<file path="src/common/rlx_defs.vh">
// Constants for the read-latency and extended-status register block
`ifndef RLX_DEFS_VH
`define RLX_DEFS_VH

// Register-set opcodes
`define RLX_OP_SET_EXT_NV   8'h85
`define RLX_OP_SET_EXT_V    8'h83
`define RLX_OP_SET_RD_NV    8'h65
`define RLX_OP_SET_RD_V_A   8'hc0
`define RLX_OP_SET_RD_V_B   8'h63

// Fast read opcode families
`define RLX_OP_FAST_A       8'h0b
`define RLX_OP_FAST_B       8'h0c
`define RLX_OP_SDDR_A       8'h0d
`define RLX_OP_SDDR_B       8'h0e
`define RLX_OP_DOUT_A       8'h3b
`define RLX_OP_DOUT_B       8'h3c
`define RLX_OP_QOUT_A       8'h6b
`define RLX_OP_QOUT_B       8'h6c
`define RLX_OP_DIO_A        8'hbb
`define RLX_OP_DIO_B        8'hbc
`define RLX_OP_DDDR_A       8'hbd
`define RLX_OP_DDDR_B       8'hbe
`define RLX_OP_QIO_A        8'heb
`define RLX_OP_QIO_B        8'hec
`define RLX_OP_QDDR_A       8'hed
`define RLX_OP_QDDR_B       8'hee

// Reset values
`define RLX_RD_RESET        8'h00
`define RLX_EXT_RESET       8'he0
`define RLX_EXT_HI_RESET    4'he

// Field positions
`define RLX_DUMMY_MSB       6
`define RLX_DUMMY_LSB       3
`define RLX_ODS_MSB         7
`define RLX_ODS_LSB         5
`define RLX_TRAIN_BIT       4
`define RLX_EERR_BIT        3
`define RLX_PERR_BIT        2
`define RLX_PROT_BIT        1
`define RLX_WIP_BIT         0

// Default dummy counts
`define RLX_DFLT_FAST_SPI   4'd8
`define RLX_DFLT_FAST_QUAD  4'd6
`define RLX_DFLT_OUT        4'd8
`define RLX_DFLT_DUAL_IO    4'd4
`define RLX_DFLT_QUAD_IO    4'd6

`endif

</file>
<file path="src/logic/rlx_regs.v">
// Read latency and extended status register block with serial command port
//
// Overview of operation
// - Four-bit dummy field: 1..15 is the exact count, 0 picks per-command default.
// - Default: fast read, single-line DDR, ID and info reads use 8, quad mode 6.
// - Default: dual and quad output reads use 8; single-wire mode only.
// - Default: dual I/O read and its DDR form use 4; single-wire mode only.
// - Default: quad I/O read and its DDR form use 6 in both modes.
// - Dual I/O DDR read is refused in quad command mode.
// - Bits 7..5 are drive strength, read/write, both copies, default all ones.
// - Opcode 85h writes the persistent copy, 83h the working copy.
// - Bits 3..0 are read-only; written data for them is dropped.
// - Bit 0 mirrors the busy flag of the status register.
// - Bit 1 is set on an erase or program protection violation.
// - Bit 2 is set when a program fails or is refused.
// - Bit 3 is set when an erase fails or is refused.
// - Bit 4 enables the training pattern, read/write, both copies, default 0.
// - After power-up the working copies load from the persistent copies.
// - Error flags stick until clear command or reset; commands still run.
`timescale 1ns/10ps
`include "rlx_defs.vh"
module rlx_regs #(
	parameter [7:0] RD_EXT_OP  = 8'h81,
	parameter [7:0] RD_RD_OP   = 8'h61,
	parameter [7:0] CLR_OP     = 8'h82,
	parameter [7:0] UID_OP     = 8'h4b,
	parameter [7:0] INFO_OP    = 8'h68
) (
	// Clock and resets
	input  wire       clk_in,
	input  wire       rst_n_in,
	input  wire       por_n_in,
	// Serial bus pins
	input  wire       sck_in,
	input  wire       cs_n_in,
	input  wire [3:0] io_in,
	output reg  [3:0] io_out,
	output reg  [3:0] io_oe_out,
	// Device state and events
	input  wire       quad_command_mode_in,
	input  wire       write_in_progress_in,
	input  wire       protect_violation_set_in,
	input  wire       program_error_set_in,
	input  wire       erase_error_set_in,
	input  wire       sw_reset_in,
	// Read setup for the array read path
	output reg        read_start_out,
	output reg  [7:0] read_opcode_out,
	output reg  [3:0] dummy_cycles_out,
	output reg        cmd_reject_out,
	// Working configuration and status
	output reg  [2:0] drive_strength_out,
	output reg        training_pattern_enable_out,
	output reg  [7:0] ext_params_out
);

	localparam [2:0] ST_IDLE   = 3'd0;
	localparam [2:0] ST_OPCODE = 3'd1;
	localparam [2:0] ST_WDATA  = 3'd2;
	localparam [2:0] ST_TX     = 3'd3;
	localparam [2:0] ST_SKIP   = 3'd4;

	// True for any read whose latency this block sets
	function is_read;
		input [7:0] op;
		begin
			case (op)
				`RLX_OP_FAST_A, `RLX_OP_FAST_B, `RLX_OP_SDDR_A, `RLX_OP_SDDR_B,
				`RLX_OP_DOUT_A, `RLX_OP_DOUT_B, `RLX_OP_QOUT_A, `RLX_OP_QOUT_B,
				`RLX_OP_DIO_A, `RLX_OP_DIO_B, `RLX_OP_DDDR_A, `RLX_OP_DDDR_B,
				`RLX_OP_QIO_A, `RLX_OP_QIO_B, `RLX_OP_QDDR_A, `RLX_OP_QDDR_B,
				UID_OP, INFO_OP:
					is_read = 1'b1;
				default:
					is_read = 1'b0;
			endcase
		end
	endfunction

	// Reads that exist only in single-wire command mode
	function spi_only;
		input [7:0] op;
		begin
			case (op)
				`RLX_OP_DOUT_A, `RLX_OP_DOUT_B, `RLX_OP_QOUT_A, `RLX_OP_QOUT_B: spi_only = 1'b1;
				`RLX_OP_DIO_A, `RLX_OP_DIO_B: spi_only = 1'b1;
				`RLX_OP_DDDR_A, `RLX_OP_DDDR_B: spi_only = 1'b1;
				default: spi_only = 1'b0;
			endcase
		end
	endfunction

	// Dummy count for a read: field value, or the per-command default
	function [3:0] dummy_for;
		input [7:0] op;
		input       quad;
		input [3:0] field;
		begin
			if (field != 4'd0) begin
				dummy_for = field;
			end else begin
				case (op)
					`RLX_OP_DOUT_A, `RLX_OP_DOUT_B, `RLX_OP_QOUT_A, `RLX_OP_QOUT_B:
						dummy_for = `RLX_DFLT_OUT;
					`RLX_OP_DIO_A, `RLX_OP_DIO_B, `RLX_OP_DDDR_A, `RLX_OP_DDDR_B:
						dummy_for = `RLX_DFLT_DUAL_IO;
					`RLX_OP_QIO_A, `RLX_OP_QIO_B, `RLX_OP_QDDR_A, `RLX_OP_QDDR_B:
						dummy_for = `RLX_DFLT_QUAD_IO;
					default:
						dummy_for = quad ? `RLX_DFLT_FAST_QUAD : `RLX_DFLT_FAST_SPI;
				endcase
			end
		end
	endfunction

	wire [5:0] pins_q;
	wire [7:0] nv_rd;
	wire [7:0] nv_ext;
	wire       cs_s;
	wire       sck_s;
	wire [3:0] io_s;

	reg        sck_prev_reg;
	reg        cs_prev_reg;
	reg  [2:0] state_reg;
	reg  [7:0] rx_sr_reg;
	reg  [3:0] bit_cnt_reg;
	reg  [7:0] op_reg;
	reg  [7:0] stage_reg;
	reg        stage_ok_reg;
	reg  [7:0] tx_sr_reg;
	reg  [3:0] tx_cnt_reg;
	reg        tx_ext_reg;
	reg  [7:0] vol_rd_reg;
	reg  [3:0] vol_ext_hi_reg;
	reg        load_pend_reg;
	reg        prot_err_reg;
	reg        prog_err_reg;
	reg        erase_err_reg;
	reg        clr_cmd_reg;
	reg        nv_wr_rd_reg;
	reg        nv_wr_ext_reg;

	// Pin synchroniser; chip select idles high
	rlx_sync #(
		.WIDTH   (6),
		.RST_VAL (6'h20)
	) u_sync (
		.clk_in   (clk_in),
		.rst_n_in (rst_n_in),
		.d_in     ({cs_n_in, sck_in, io_in}),
		.q_out    (pins_q)
	);

	// Persistent register copies
	rlx_nv_store u_nv (
		.clk_in        (clk_in),
		.por_n_in      (por_n_in),
		.wr_rd_in      (nv_wr_rd_reg),
		.wr_ext_in     (nv_wr_ext_reg),
		.wdata_in      (stage_reg),
		.rd_param_out  (nv_rd),
		.ext_param_out (nv_ext)
	);

	assign cs_s  = pins_q[5];
	assign sck_s = pins_q[4];
	assign io_s  = pins_q[3:0];

	// Edge detection and byte assembly
	wire       sck_rise  = sck_s & ~sck_prev_reg;
	wire       sck_fall  = ~sck_s & sck_prev_reg;
	wire       cs_fall   = ~cs_s & cs_prev_reg;
	wire       quad      = quad_command_mode_in;
	wire [3:0] step      = quad ? 4'd4 : 4'd1;
	wire [3:0] cnt_add   = bit_cnt_reg + step;
	wire [7:0] rx_shift  = quad ? {rx_sr_reg[3:0], io_s} : {rx_sr_reg[6:0], io_s[0]};
	wire       byte_done = sck_rise && (cnt_add == 4'd8);
	// Status bits come from live state, never from written data
	wire [7:0] ext_view  = {vol_ext_hi_reg, erase_err_reg, prog_err_reg, prot_err_reg,
		write_in_progress_in};
	wire [7:0] tx_value  = tx_ext_reg ? ext_view : vol_rd_reg;
	wire       err_clr   = clr_cmd_reg | sw_reset_in;

	// Serial command engine
	always @(posedge clk_in) begin
		if (!rst_n_in) begin
			sck_prev_reg    <= 1'b0;
			cs_prev_reg     <= 1'b1;
			state_reg       <= ST_IDLE;
			rx_sr_reg       <= 8'h00;
			bit_cnt_reg     <= 4'h0;
			op_reg          <= 8'h00;
			stage_reg       <= 8'h00;
			stage_ok_reg    <= 1'b0;
			tx_sr_reg       <= 8'h00;
			tx_cnt_reg      <= 4'h0;
			tx_ext_reg      <= 1'b0;
			io_out          <= 4'h0;
			io_oe_out       <= 4'h0;
			read_start_out  <= 1'b0;
			read_opcode_out <= 8'h00;
			dummy_cycles_out <= 4'h0;
			cmd_reject_out  <= 1'b0;
			clr_cmd_reg     <= 1'b0;
			nv_wr_rd_reg    <= 1'b0;
			nv_wr_ext_reg   <= 1'b0;
		end else begin
			sck_prev_reg   <= sck_s;
			cs_prev_reg    <= cs_s;
			read_start_out <= 1'b0;
			cmd_reject_out <= 1'b0;
			clr_cmd_reg    <= 1'b0;
			nv_wr_rd_reg   <= 1'b0;
			nv_wr_ext_reg  <= 1'b0;
			if (cs_s) begin
				// Deselect ends the command; a staged write commits here
				state_reg    <= ST_IDLE;
				io_oe_out    <= 4'h0;
				stage_ok_reg <= 1'b0;
				if (stage_ok_reg) begin
					case (op_reg)
						`RLX_OP_SET_EXT_NV: nv_wr_ext_reg <= 1'b1;
						`RLX_OP_SET_RD_NV:  nv_wr_rd_reg <= 1'b1;
						default:            nv_wr_rd_reg <= 1'b0;
					endcase
				end
			end else if (cs_fall) begin
				state_reg   <= ST_OPCODE;
				bit_cnt_reg <= 4'h0;
			end else begin
				if (sck_rise) begin
					rx_sr_reg   <= rx_shift;
					bit_cnt_reg <= byte_done ? 4'h0 : cnt_add;
				end
				case (state_reg)
					ST_OPCODE: begin
						if (byte_done) begin
							op_reg <= rx_shift;
							if (rx_shift == `RLX_OP_SET_EXT_NV || rx_shift == `RLX_OP_SET_EXT_V ||
								rx_shift == `RLX_OP_SET_RD_NV || rx_shift == `RLX_OP_SET_RD_V_A ||
								rx_shift == `RLX_OP_SET_RD_V_B) begin
								state_reg <= ST_WDATA;
							end else if (rx_shift == RD_EXT_OP || rx_shift == RD_RD_OP) begin
								tx_ext_reg <= (rx_shift == RD_EXT_OP);
								tx_sr_reg  <= (rx_shift == RD_EXT_OP) ? ext_view : vol_rd_reg;
								tx_cnt_reg <= 4'h0;
								state_reg  <= ST_TX;
							end else if (is_read(rx_shift) && quad && spi_only(rx_shift)) begin
								cmd_reject_out <= 1'b1;
								state_reg      <= ST_SKIP;
							end else if (is_read(rx_shift)) begin
								// Latency is sampled per command from the working copy
								read_start_out   <= 1'b1;
								read_opcode_out  <= rx_shift;
								dummy_cycles_out <= dummy_for(rx_shift, quad,
									vol_rd_reg[`RLX_DUMMY_MSB:`RLX_DUMMY_LSB]);
								state_reg        <= ST_SKIP;
							end else begin
								clr_cmd_reg <= (rx_shift == CLR_OP);
								state_reg   <= ST_SKIP;
							end
						end
					end
					ST_WDATA: begin
						if (byte_done) begin
							stage_reg    <= rx_shift;
							stage_ok_reg <= 1'b1;
							state_reg    <= ST_SKIP;
						end
					end
					ST_TX: begin
						// Shift out MSB first, repeating the register
						if (sck_fall) begin
							io_out    <= quad ? tx_sr_reg[7:4] : {2'b00, tx_sr_reg[7], 1'b0};
							io_oe_out <= quad ? 4'hf : 4'h2;
							if (tx_cnt_reg + step == 4'd8) begin
								tx_cnt_reg <= 4'h0;
								tx_sr_reg  <= tx_value;
							end else begin
								tx_cnt_reg <= tx_cnt_reg + step;
								tx_sr_reg  <= quad ? {tx_sr_reg[3:0], 4'h0} : {tx_sr_reg[6:0], 1'b0};
							end
						end
					end
					ST_SKIP: state_reg <= ST_SKIP;
					default: state_reg <= ST_IDLE;
				endcase
			end
		end
	end

	// Working copies: loaded from persistent copies after reset
	always @(posedge clk_in) begin
		if (!rst_n_in) begin
			vol_rd_reg     <= `RLX_RD_RESET;
			vol_ext_hi_reg <= `RLX_EXT_HI_RESET;
			load_pend_reg  <= 1'b1;
		end else if (load_pend_reg) begin
			vol_rd_reg     <= nv_rd;
			vol_ext_hi_reg <= nv_ext[7:4];
			load_pend_reg  <= 1'b0;
		end else if (cs_s && stage_ok_reg) begin
			if (op_reg == `RLX_OP_SET_EXT_V)
				vol_ext_hi_reg <= stage_reg[7:4];
			if (op_reg == `RLX_OP_SET_RD_V_A || op_reg == `RLX_OP_SET_RD_V_B)
				vol_rd_reg <= stage_reg;
		end
	end

	// Sticky error flags; a set in the clear cycle wins
	always @(posedge clk_in) begin
		if (!rst_n_in) begin
			prot_err_reg  <= 1'b0;
			prog_err_reg  <= 1'b0;
			erase_err_reg <= 1'b0;
		end else begin
			prot_err_reg  <= (prot_err_reg & ~err_clr) | protect_violation_set_in;
			prog_err_reg  <= (prog_err_reg & ~err_clr) | program_error_set_in;
			erase_err_reg <= (erase_err_reg & ~err_clr) | erase_error_set_in;
		end
	end

	// Registered configuration and status outputs
	always @(posedge clk_in) begin
		if (!rst_n_in) begin
			drive_strength_out          <= 3'h7;
			training_pattern_enable_out <= 1'b0;
			ext_params_out              <= `RLX_EXT_RESET;
		end else begin
			drive_strength_out          <= vol_ext_hi_reg[3:1];
			training_pattern_enable_out <= vol_ext_hi_reg[0];
			ext_params_out              <= ext_view;
		end
	end

endmodule

</file>
<file path="src/logic/rlx_sync.v">
// Three-flop pin synchroniser with agreement filter
`timescale 1ns/10ps
module rlx_sync #(
	parameter WIDTH               = 6,
	parameter [WIDTH-1:0] RST_VAL = {WIDTH{1'b0}}
) (
	// Clock and reset
	input  wire             clk_in,
	input  wire             rst_n_in,
	// Pins in, filtered levels out
	input  wire [WIDTH-1:0] d_in,
	output reg  [WIDTH-1:0] q_out
);

	reg [WIDTH-1:0] s1_reg;
	reg [WIDTH-1:0] s2_reg;
	reg [WIDTH-1:0] s3_reg;

	// Stage chain; output takes a bit once stages two and three agree
	always @(posedge clk_in) begin
		if (!rst_n_in) begin
			s1_reg <= RST_VAL;
			s2_reg <= RST_VAL;
			s3_reg <= RST_VAL;
			q_out  <= RST_VAL;
		end else begin
			s1_reg <= d_in;
			s2_reg <= s1_reg;
			s3_reg <= s2_reg;
			q_out  <= (s2_reg & ~(s2_reg ^ s3_reg)) | (q_out & (s2_reg ^ s3_reg));
		end
	end

endmodule

</file>
<file path="src/logic/rlx_nv_store.v">
// Persistent copies of the read and extended read registers
`timescale 1ns/10ps
`include "rlx_defs.vh"
module rlx_nv_store (
	// Clock and power-on reset
	input  wire       clk_in,
	input  wire       por_n_in,
	// Write strobes and data
	input  wire       wr_rd_in,
	input  wire       wr_ext_in,
	input  wire [7:0] wdata_in,
	// Stored values
	output reg  [7:0] rd_param_out,
	output reg  [7:0] ext_param_out
);

	// Factory values at power-on, only writable bits kept
	always @(posedge clk_in) begin
		if (!por_n_in) begin
			rd_param_out  <= `RLX_RD_RESET;
			ext_param_out <= `RLX_EXT_RESET;
		end else begin
			if (wr_rd_in)
				rd_param_out <= wdata_in;
			if (wr_ext_in)
				ext_param_out <= {wdata_in[7:4], 4'h0};
		end
	end

endmodule

</file>
<file path="config.mk">
export PLATFORM = sky130hd
export DESIGN_NAME = rlx_regs
export DESIGN_NICKNAME = d
export VERILOG_FILES = /design/src/logic/rlx_regs.v /design/src/logic/rlx_sync.v /design/src/logic/rlx_nv_store.v
export VERILOG_INCLUDE_DIRS = /design/src /design/src/common
export SDC_FILE = /design/constraint.sdc
export NUM_CORES = 1
export LEC_CHECK = 0
export BUFFER_PORTS_ARGS = -buffer_cell sky130_fd_sc_hd__buf_4
export CORE_MARGIN = 4
export CORE_UTILIZATION = 50
export DETAILED_ROUTE_END_ITERATION = 7
export GPL_ROUTABILITY_DRIVEN = 0
export PLACE_DENSITY = 0.69
export SLEW_MARGIN = 20
export SYNTH_ARGS = -nofsm -noshare
export SYNTH_HDL_FRONTEND = slang
export SYNTH_SLANG_ARGS = --single-unit
</file>
<file path="constraint.sdc">
create_clock -name clk_in -period 7.32 [get_ports clk_in]
set_input_delay 0.366 -clock clk_in [delete_from_list [all_inputs] [get_ports clk_in]]
set_output_delay 0.366 -clock clk_in [all_outputs]
set_load 0.05 [all_outputs]
</file>
==> Word-level counts from Yosys, hierarchy flattened <==
Index checks and enable logic that the tools add are counted.
{ "totals": {"ff_bits": 135, "in_bits": 15, "out_inout_bits": 34, "wordCells": 217} }
{ "classes": {"n_addsub": 2, "eq_ne": 45, "muxes": 66, "n_bitwise": 27, "n_reduce_logical": 41} }
{ "op_table": {"columns": ["operator", "n"], "rows": [
  ["$eq 8x8->1 const B", 16],
  ["$mux 8", 12],
  ["$eq 8x7->1 const B", 9],
  ["$mux 4", 15],
  ["$eq 8x4->1 const B", 4],
  ["$mux 1", 30],
  ["$reduce_and 3->1", 6],
  ["$reduce_or 18->1", 1],
  ["$eq 8x6->1 const B", 2],
  ["$pmux 8 s2", 1],
  ["$reduce_or 8->1", 2],
  ["$mux 3", 5],
  ["$and 6x6->6", 2],
  ["$ne 2x2->1 const B", 6],
  ["$not 1->1", 12],
  ["$pmux 3 s4", 1],
  ["$pmux 4 s3", 1],
  ["$reduce_and 4->1", 3],
  ["$reduce_or 4->1", 3],
  ["$reduce_bool 2->1", 5],
  ["$reduce_or 9->1", 1],
  ["$add 4x3->4", 2],
  ["$eq 4x4->1 const B", 2],
  ["$pmux 4 s2", 1],
  ["other kinds (19)", 39]
]} }

==> Logic depth before layout (Yosys ltp) <==
Gate-level depths: netlist (run 1).
{ "logic_depth": {"word_depth": 23, "depth_mapped": 13} }

==> By module <==
From an unflattened synthesis (run 1), not the netlist that was laid out.
{ "hier_totals": {"cells_unflattened": 642, "area_unflattened_um2": 5879.4} }
{ "by_module_without_submodules": {"columns": ["module", "instances", "cells_per_inst", "area_per_inst_um2", "seq_area_each_um2"], "rows": [
  ["rlx_regs", 1, 535, 4649.5, 1861.8],
  ["rlx_sync", 1, 63, 744.5, 480.5],
  ["rlx_nv_store", 1, 44, 485.5, 240.2]
]} }

==> Least setup slack after synthesis (run 1) <==
Ideal clock, no wire load.
{ "synth_path": {"path_type": "input-to-reg", "startpoint": "input port quad_command_mode_in", "endpoint": "register dummy_cycles_out[1]", "setup_time_ps": 123, "arrival_ps": 2833, "t_required_ps": 7197, "slack_ps": 4364, "stages": 12, "path_buffers": 3, "path_cell_list": "buf_6 -> buf_12 -> inv_2 -> ha_1 -> ha_1 -> nor4_2 -> nand2_1 -> nor4_4 -> o2111ai_4 -> buf_6 -> a211oi_1 -> a21oi_1"} }
{ "synth_via": {"elab_chain_cells": 15} }
{ "synth_rtl": {"columns": ["element", "line_no", "source"], "rows": [
  ["start, declared", "rlx_regs.v:40", "input wire quad_command_mode_in,"],
  ["$mux 8", "rlx_regs.v:177", "wire [7:0] rx_shift = quad ? {rx_sr_reg[3:0], io_s} : {rx_sr_reg[6:0], io_s[0]};"],
  ["$eq 8x8->1 (tied with other cells)", "rlx_regs.v:67, rlx_regs.v:102", null],
  ["$reduce_or 18->1", "rlx_regs.v:67", "case (op)"],
  ["$mux 1", "rlx_regs.v:67", null],
  ["$mux 1", "rlx_regs.v:244", "end else if (rx_shift == RD_EXT_OP || rx_shift == RD_RD_OP) begin"],
  ["$mux 1", "rlx_regs.v:240", "if (rx_shift == `RLX_OP_SET_EXT_NV || rx_shift == `RLX_OP_SET_EXT_V ||"],
  ["$mux 1", "rlx_regs.v:238", "if (byte_done) begin"],
  ["$mux 1", "rlx_regs.v:236", "case (state_reg)"],
  ["$mux 1", "rlx_regs.v:228", "end else if (cs_fall) begin"],
  ["$mux 1", "rlx_regs.v:216", "if (cs_s) begin"],
  ["$mux 1", "rlx_regs.v:187", "if (!rst_n_in) begin"],
  ["$logic_and 1x1->1 (2 in series)", "rlx_regs.v:249", "end else if (is_read(rx_shift) && quad && spi_only(rx_shift)) begin"],
  ["$not 1->1 (no source line)", null, null],
  ["$reduce_and 8->1 (no source line)", null, null],
  ["end signal, assigned", "rlx_regs.v:256", "dummy_cycles_out <= dummy_for(rx_shift, quad,"],
  ["end, declared", "rlx_regs.v:49", "output reg [3:0] dummy_cycles_out,"]
]} }
Several ways; a longest one is shown, not always the timed one. The select of a mux whose other input is x is not followed.
A chain may end at the register's enable or synchronous reset.

==> Final worst setup path (run 1) <==
{ "layout_path": {"startpoint": "input port quad_command_mode_in", "endpoint": "register dummy_cycles_out[3]"} }
Same word-level chain as after synthesis.

==> metrics.md, run 1 <==
| Metric | Value |
|---|---|
| Std cell rows | `39` |
| Area Growth Syn to Fin | `14.97%` |
| Synth cell count leaders | `dfxtp_1, nor2_1, mux2i_1, nand2_1, a21oi_1` |
| Metal2 WL | `~6500 um` |
| Fraction of synthesized cell area in xor and xnor cells | `0.7496%` |
| Clk slew on worst S/H paths | `0.05 ns` |
| Placed Cells | `~770` |
| Routed vias/inst | `5.705` |
| Wire per inst | `16.66 um` |
| Longest Clk Path Bufs | `2` |
| Complex-gate fraction of the synthesized area | `13.51%` |
| Largest area contributor in the synthesized netlist | `dfxtp_1` |
| Final hold vios | `0` |
| Flop2flop setup slack | `4.01 ns` |
| Layout cells sized above 1 | `18.14%` |
| Largest family of logic cells by synthesized area | `simple AND/OR/NAND/NOR gates` |
| Initial antenna violation count | `0` |
| Total gr overflow | `0` |
| Top-count cell post-synth | `dfxtp_1` |
| HP Class | `input port to flip-flop` |
| Synth Cell Area | `0.005842 mm^2` |
| Hold-fix buffers, CTS | `0` |
| Period utilization | `around 50%` |
| Routed Wire Length | `13320 um` |
| Core Region | `0.01142 mm^2` |
| Maximum clock rate | `267.8 MHz` |
| Final setup viols | `0` |
| Setup ws final | `approximately 3.6 ns` |
| Max_cap viols | `0` |
| Post-synthesis cell type count | `63` |
| Worst Max-Slew Pin Slew | `a little under 0.9 ns` |
| Final Max Slew Viols | `0` |
| Async SR Flop Fraction | `0%` |
| Mux contribution to synthesized area | `14.03%` |
| Die area | `0.01348 mm^2` |
| CTS tree | `yes` |
| Detailed-route DRC error count | `0` |
| Setup CP Type | `input port to flip-flop` |
| Post-synthesis sequential area ratio | `44.21%` |
| Status | `completed` |
| Area share of the largest cell type after synthesis | `44.21%` |
| CTS H-tree lvls | `4` |
| CP max FO | `40` |
| Fin util | `58.82%` |
| Synth Area in Adders | `1.285%` |
| Final TNS setup | `0 ns` |
| Max-slew headroom | `41.45%` |
| Worst VDD drop | `0.0001694 V` |
| Hold depth | `2` |
| Final net count | `666` |
| Worst slack, placed | `3.179 ns` |
| Worst r2r path cells | `8` |
| Worst path required time | `around 7.6 ns` |
| Wl on met1 | `5848 um` |
| Top Metal Used | `met4` |
| Via count | `4558` |
| Hpwl dp | `9265 um` |
| Synth Instances | `620` |
| Ys Warns | `0` |
| Antenna viol nets, final | `0` |
| Post-synthesis simple-gate area fraction | `between 20% and 30%` |
| Die width | `116.1 um` |
| PwrDens | `227.0 mW/mm^2` |
| Final Non-Filler Cells | `799` |
| Inserted Clock Buffers | `17` |
| CP startpoint kind | `input port` |
| Fin crit period | `approximately 3.7 ns` |
| Clk Latency, worst-skew pair | `0.41 ns` |
| Top cells by area, synth | `dfxtp_1, mux2i_1, nor2_1` |
| Cts repair resizes | `0` |
| Skew final | `0.006475 ns` |
| Commonest register cell after synthesis | `dfxtp_1` |
| Iter 0 DRT Violations | `345` |
| Root buffer cell | `clkbuf_16` |
| Vias in the first global route | `4452` |
| Syn Nets | `641` |
| Synth Register Bits | `129` |
| Leakage | `2.508 nW` |
| First-pass GRT wire length | `about 22000 um` |
| Post-CTS Setup Repair Bufs | `0` |
| Total Routing Usage GR | `21.21%` |
| Number of flops mapped to enable cells by yosys | `0` |
| Worst Setup End Kind | `flip-flop` |
| Met3 wire length | `a little under 700 um` |
| Sink Count | `129` |
| Ports | `49` |
| IO buf count | `between 40 and 50` |
| RSZ-0062 raised after global routing | `no` |
| Largest net degree at the start of global routing | `65` |
| Worst EP arrival | `4.00 ns` |
| Die Height | `116.1 um` |
| Initial Utilization | `between 50% and 60%` |
| Router iterations before antenna repair | `5` |
| ANT cells | `0` |
| Mean post-synth cell area | `between 9 and 10 um^2` |
==> placed cells by master (no fill, tap or decap), types with 9 or more instances in the layout <==
cell type / count
a21oi_1: 37
o21ai_0: 9
nor3_1: 11
nand2b_1: 14
dfxtp_1: 129
and2_1: 23
nor2b_1: 14
mux2i_1: 53
clkbuf_16: 17
a211oi_1: 31
nor2_1: 75
buf_4: 50
mux2_2: 10
nand3_1: 25
nand2_1: 39
==> stage by stage <==
step	power, mW	hold WS [ns]	instance area (um^2)
after floorplan	0.7597	0.3863	5842
after global placement	0.7708	0.4005	6158
after detailed placement	0.7720	0.4059	6158
after CTS	1.539	0.1197	6696
after global routing	1.577	0.1381	6716
final	1.524	0.1385	6716
==> power breakdown <==
group	switching [mW]	leakage, nW	total (mW)	internal, mW
clock	0.282	0.272	0.767	0.485
sequential	0.00536	1.04	0.715	0.710
combinational	0.0264	1.19	0.0424	0.0160
total	0.314	2.51	1.52	1.21
==> critical path: stages <==
cell and delay [ns]:
buf_4 0.45, inv_2 0.23, ha_1 0.28, ha_1 0.32, nor4_2 0.42, nand2_1 0.32, nor4_4 0.73, o2111ai_4 0.46
a211oi_1 0.33, nor3_1 0.07
==> worst paths after layout <==
| path | start | end |
|---|---|---|
| max | quad_command_mode_in | dummy_cycles_out[3] |
| min reg2reg | u_sync.s1_reg[5] | u_sync.s2_reg[5] |
| max reg2reg | bit_cnt_reg[0] | dummy_cycles_out[3] |
| min | cs_n_in | u_sync.s1_reg[5] |
==> kinds of logic after synthesis <==
| family | after synthesis |
|---|---|
| buf+inv | 51 |
| mux | 73 |
| fa+ha+maj | 6 |
| xor+xnor | 5 |
| compound gates | 118 |
| simple gates | 238 |
| flops | 129 |
==> area by class of cell <==
type / count / area [um^2]
multi-input cells: 440 / 3014
fillers: 1021 / 4702
repair buffers: 50 / 375.4
well taps: 143 / 178.9
flip-flops and latches: 129 / 2582
clock buffers: 23 / 478.0
inverters: 7 / 27.53
clock inverters: 7 / 60.06
==> routing by layer <==
layer / global-route usage, % / vias to the layer above
met3: 5.751 / 23
met5: 0 / -
met1: 26.61 / 2154
met2: 34.10 / 126
met4: 9.822 / 0
li1: - / 2255
No activity file was read; power rests on OpenSTA's default activity.
==> run 2: changes to the inputs <==
ABC_AREA = 1   (was not set)
PLACE_DENSITY = 0.68   (was 0.69)
clock period = 3.7 ns   (was 7.32 ns; I/O delays follow)
==> run 2 against run 1 <==
Flip-flop and latch count unchanged. Register-to-register slack worse by 2.8 ns. Utilization is 2.6 points higher. Global-route usage decreased by 0.25 points. Non-clock buffer count up 12. Clock power grew 140%. Sequential share of layout area fell by 2.1 points. Worst setup slack got worse by 2.4 ns. Synthesized area increased by 2.7%. Clock skew about the same. Largest cell class unchanged. Largest power group unchanged. Highest routed layer unchanged.
==> metrics.md, run 2 <==
| Metric | Value |
|---|---|
| Cts repair resizes | `0 (unchanged)` |
| Detailed-route DRC error count | `0 (unchanged)` |
| Final Max Slew Viols | `0 (unchanged)` |
| Max_cap viols | `0 (unchanged)` |
| ANT cells | `0 (unchanged)` |
| GR Util met1 | `26.52% (-0.095 points)` |
| Worst VDD drop | `0.0002718 V (+61%)` |
| Antenna viol nets, final | `0 (unchanged)` |
| Layout cells sized above 1 | `15.94% (-2.2 points)` |
| Worst Setup End Kind | `flip-flop` |
| Area Growth Syn to Fin | `18.37%` |
| Setup ws final | `1.197 ns (-2.388 ns)` |
| Most frequent CP cell | `nand2_1` |
| Die Height | `117.6 um (+1.3%)` |
| Largest area contributor in the synthesized netlist | `dfxtp_1` |
| Leakage | `3.127 nW (+25%)` |
| Final TNS setup | `0 ns (unchanged)` |
| Total Routing Usage GR | `20.95% (-0.25 points)` |
| Slowest cell on the critical path | `buf_4` |
| HP Class | `input port to flip-flop` |
| Top cells by area, synth | `dfxtp_1, nand2_1, o21ai_0` |
| Async SR Flop Fraction | `0% (unchanged)` |
| Via count | `5357 (+18%)` |
| CP startpoint kind | `input port` |
| Sink Count | `129 (unchanged)` |
| Routed vias/inst | `5.181 (-9.2%)` |
| Initial Utilization | `51.89% (+0.73 points)` |
| Largest net degree at the start of global routing | `89 (+37%)` |
| Post-synthesis sequential area ratio | `43.04% (-1.2 points)` |
| GR peak layer | `met2` |
| Commonest cells after routing, fill and taps aside | `nand2_1, dfxtp_1, inv_1` |
| Ports | `49 (unchanged)` |
| CP max FO | `35 (-13%)` |
| Clk slew on worst S/H paths | `0.06 ns (about the same)` |
| PwrDens | `481.9 mW/mm^2 (+110%)` |
| Ys Warns | `0 (unchanged)` |
| CTS tree | `yes` |
| Synth Cell Area | `0.006001 mm^2 (+2.7%)` |
| Total gr overflow | `0 (unchanged)` |
| Std cell rows | `39 (unchanged)` |
| First-pass GRT wire length | `23690 um (+7.4%)` |
| Crit path cell chain | `buf_4 > inv_6 > ha_1 > ha_1 > or2_0 > nor2_1 > nand2_1 > nor2_4 > nand3_4 > nor2_8 > nand3_4 > nand2_1 > nand2_1 > nor2_1` |
| Global-route track usage on met2 | `33.49% (-0.61 points)` |
| CP max stage delay | `0.34 ns (-0.39 ns)` |
| Routed Wire Length | `14000 um (+5.1%)` |
| Setup CP Type | `input port to flip-flop` |
| Skew final | `0.006023 ns (-0.0004519 ns)` |
| Syn Nets | `856 (+34%)` |
| Max-slew headroom | `48.09% (+6.6 points)` |
| Initial antenna violation count | `0 (unchanged)` |
| Post-synthesis cell type count | `45 (-29%)` |
| Commonest non-fill, non-tap cell in the layout | `nand2_1` |
| Status | `completed` |
| Vias in the first global route | `4971 (+12%)` |
| Die width | `117.6 um (+1.3%)` |
| CP Buf/Inv Count | `2 (unchanged)` |
| Worst Max-Slew Pin Slew | `0.7787 ns (-0.09303 ns)` |
| Clk Latency, worst-skew pair | `0.42 ns (about the same)` |
| Final net count | `899 (+35%)` |
| Grt met3 use | `5.670% (-0.081 points)` |
| Mean post-synth cell area | `7.187 um^2 (-24%)` |
| Hpwl dp | `9564 um (+3.2%)` |
| Maximum clock rate | `399.6 MHz` |
| CTS H-tree lvls | `4 (unchanged)` |
| Final setup viols | `0 (unchanged)` |
| Area share of the largest cell type after synthesis | `43.04% (-1.2 points)` |
| Synth cell count leaders | `nand2_1, dfxtp_1, inv_1, nor2_1, o21ai_0` |
| IO buf count | `48 (unchanged)` |
| Final hold vios | `0 (unchanged)` |
| Fin crit period | `2.503 ns` |
| Worst slack, placed | `0.7899 ns (-2.390 ns)` |
| Core Region | `0.01156 mm^2 (+1.3%)` |
| Die area | `0.01382 mm^2 (+2.5%)` |
| Inserted Clock Buffers | `17 (unchanged)` |
| Root buffer cell | `clkbuf_16` |
| RSZ-0062 raised after global routing | `no` |
| Iter 0 DRT Violations | `382 (+11%)` |
| Worst EP arrival | `2.86 ns (-1.14 ns)` |
| CP top delay family | `simple AND/OR/NAND/NOR gates` |
| Longest Clk Path Bufs | `2 (unchanged)` |
| Synth Instances | `835 (+35%)` |
| Synth Register Bits | `129 (unchanged)` |
| Commonest register cell after synthesis | `dfxtp_1` |
| Router iterations before antenna repair | `5 (unchanged)` |
| Number of flops mapped to enable cells by yosys | `0 (unchanged)` |
| Worst path required time | `4.06 ns (-3.52 ns)` |
| Period utilization | `67.64%` |
| Top-count cell post-synth | `nand2_1` |
| Wire per inst | `13.54 um (-19%)` |
## run 2: changes by cell type in the layout (fill, tap and decap cells not counted), moves of 27 or more
cell      before  now
a21oi_1       37   80
inv_1          5  107
a211oi_1      31    2
nand2_1       39  168
o21ai_0        9   85
nand2_2        1   28
mux2i_1       53    2
## run 2: per-layer routing
layer  vias to the layer above  routed length, um
met1                      2425               6441
met2                       137               6429
met4                         0                397
met3                        34                728
met5                         -                  0
li1                       2761                  -
## run 2: cells by family after synthesis
logic type | count (synthesis) | share of synthesized area [%]
compound gates | 185 | 16.16
xor+xnor | 4 | 0.5839
fa+ha+maj | 6 | 1.251
buf+inv | 153 | 10.90
flops | 129 | 43.04
mux | 2 | 0.3336
simple gates | 356 | 27.73
## run 2: report_power, final
group | internal, mW | total [mW] | switching (mW)
sequential | 1.41 | 1.43 | 0.0148
combinational | 0.0566 | 0.161 | 0.105
clock | 1.21 | 1.84 | 0.625
## run 2: stage by stage
| stage | instances | power [mW] | cell area, um^2 | util (%) | hold WS (ns) |
|---|---|---|---|---|---|
| global route | 1034 | 3.541 | 7103 | 61.42 | 0.05442 |
| CTS | 1034 | 3.447 | 7103 | 61.42 | 0.03196 |
| finish | 1034 | 3.423 | 7103 | 61.42 | 0.04405 |
| detailed placement | 992 | 1.608 | 6352 | 54.93 | 0.3748 |
| floorplan | 835 | 1.568 | 6001 | - | 0.2826 |
| global placement | 992 | 1.606 | 6352 | 54.93 | 0.3680 |
## run 2: layout make-up
class,instances,area (um^2)
flip-flops and latches,129,2582
inverters,115,436.7
clock buffers,18,439.2
clock inverters,14,211.5
multi-input cells,553,2764
well taps,143,178.9
repair buffers,62,490.5
fillers,1030,4462
## run 2: timing repair
action                                 4_1_cts  5_1_grt
endpoints found under the hold margin       10        0
setup buffers                                0        0
hold buffers                                10        0
## run 2: path summary, 6_finish.rpt
check,from,to,slack (ns),depth (start not counted)
hold / removal,por_n_in,u_nv.ext_param_out[7],0.04,2
setup reg to reg,bit_cnt_reg[0],dummy_cycles_out[3],1.20,12
hold reg to reg,u_sync.s1_reg[5],u_sync.s2_reg[5],0.41,1
setup / recovery,quad_command_mode_in,dummy_cycles_out[3],1.20,14
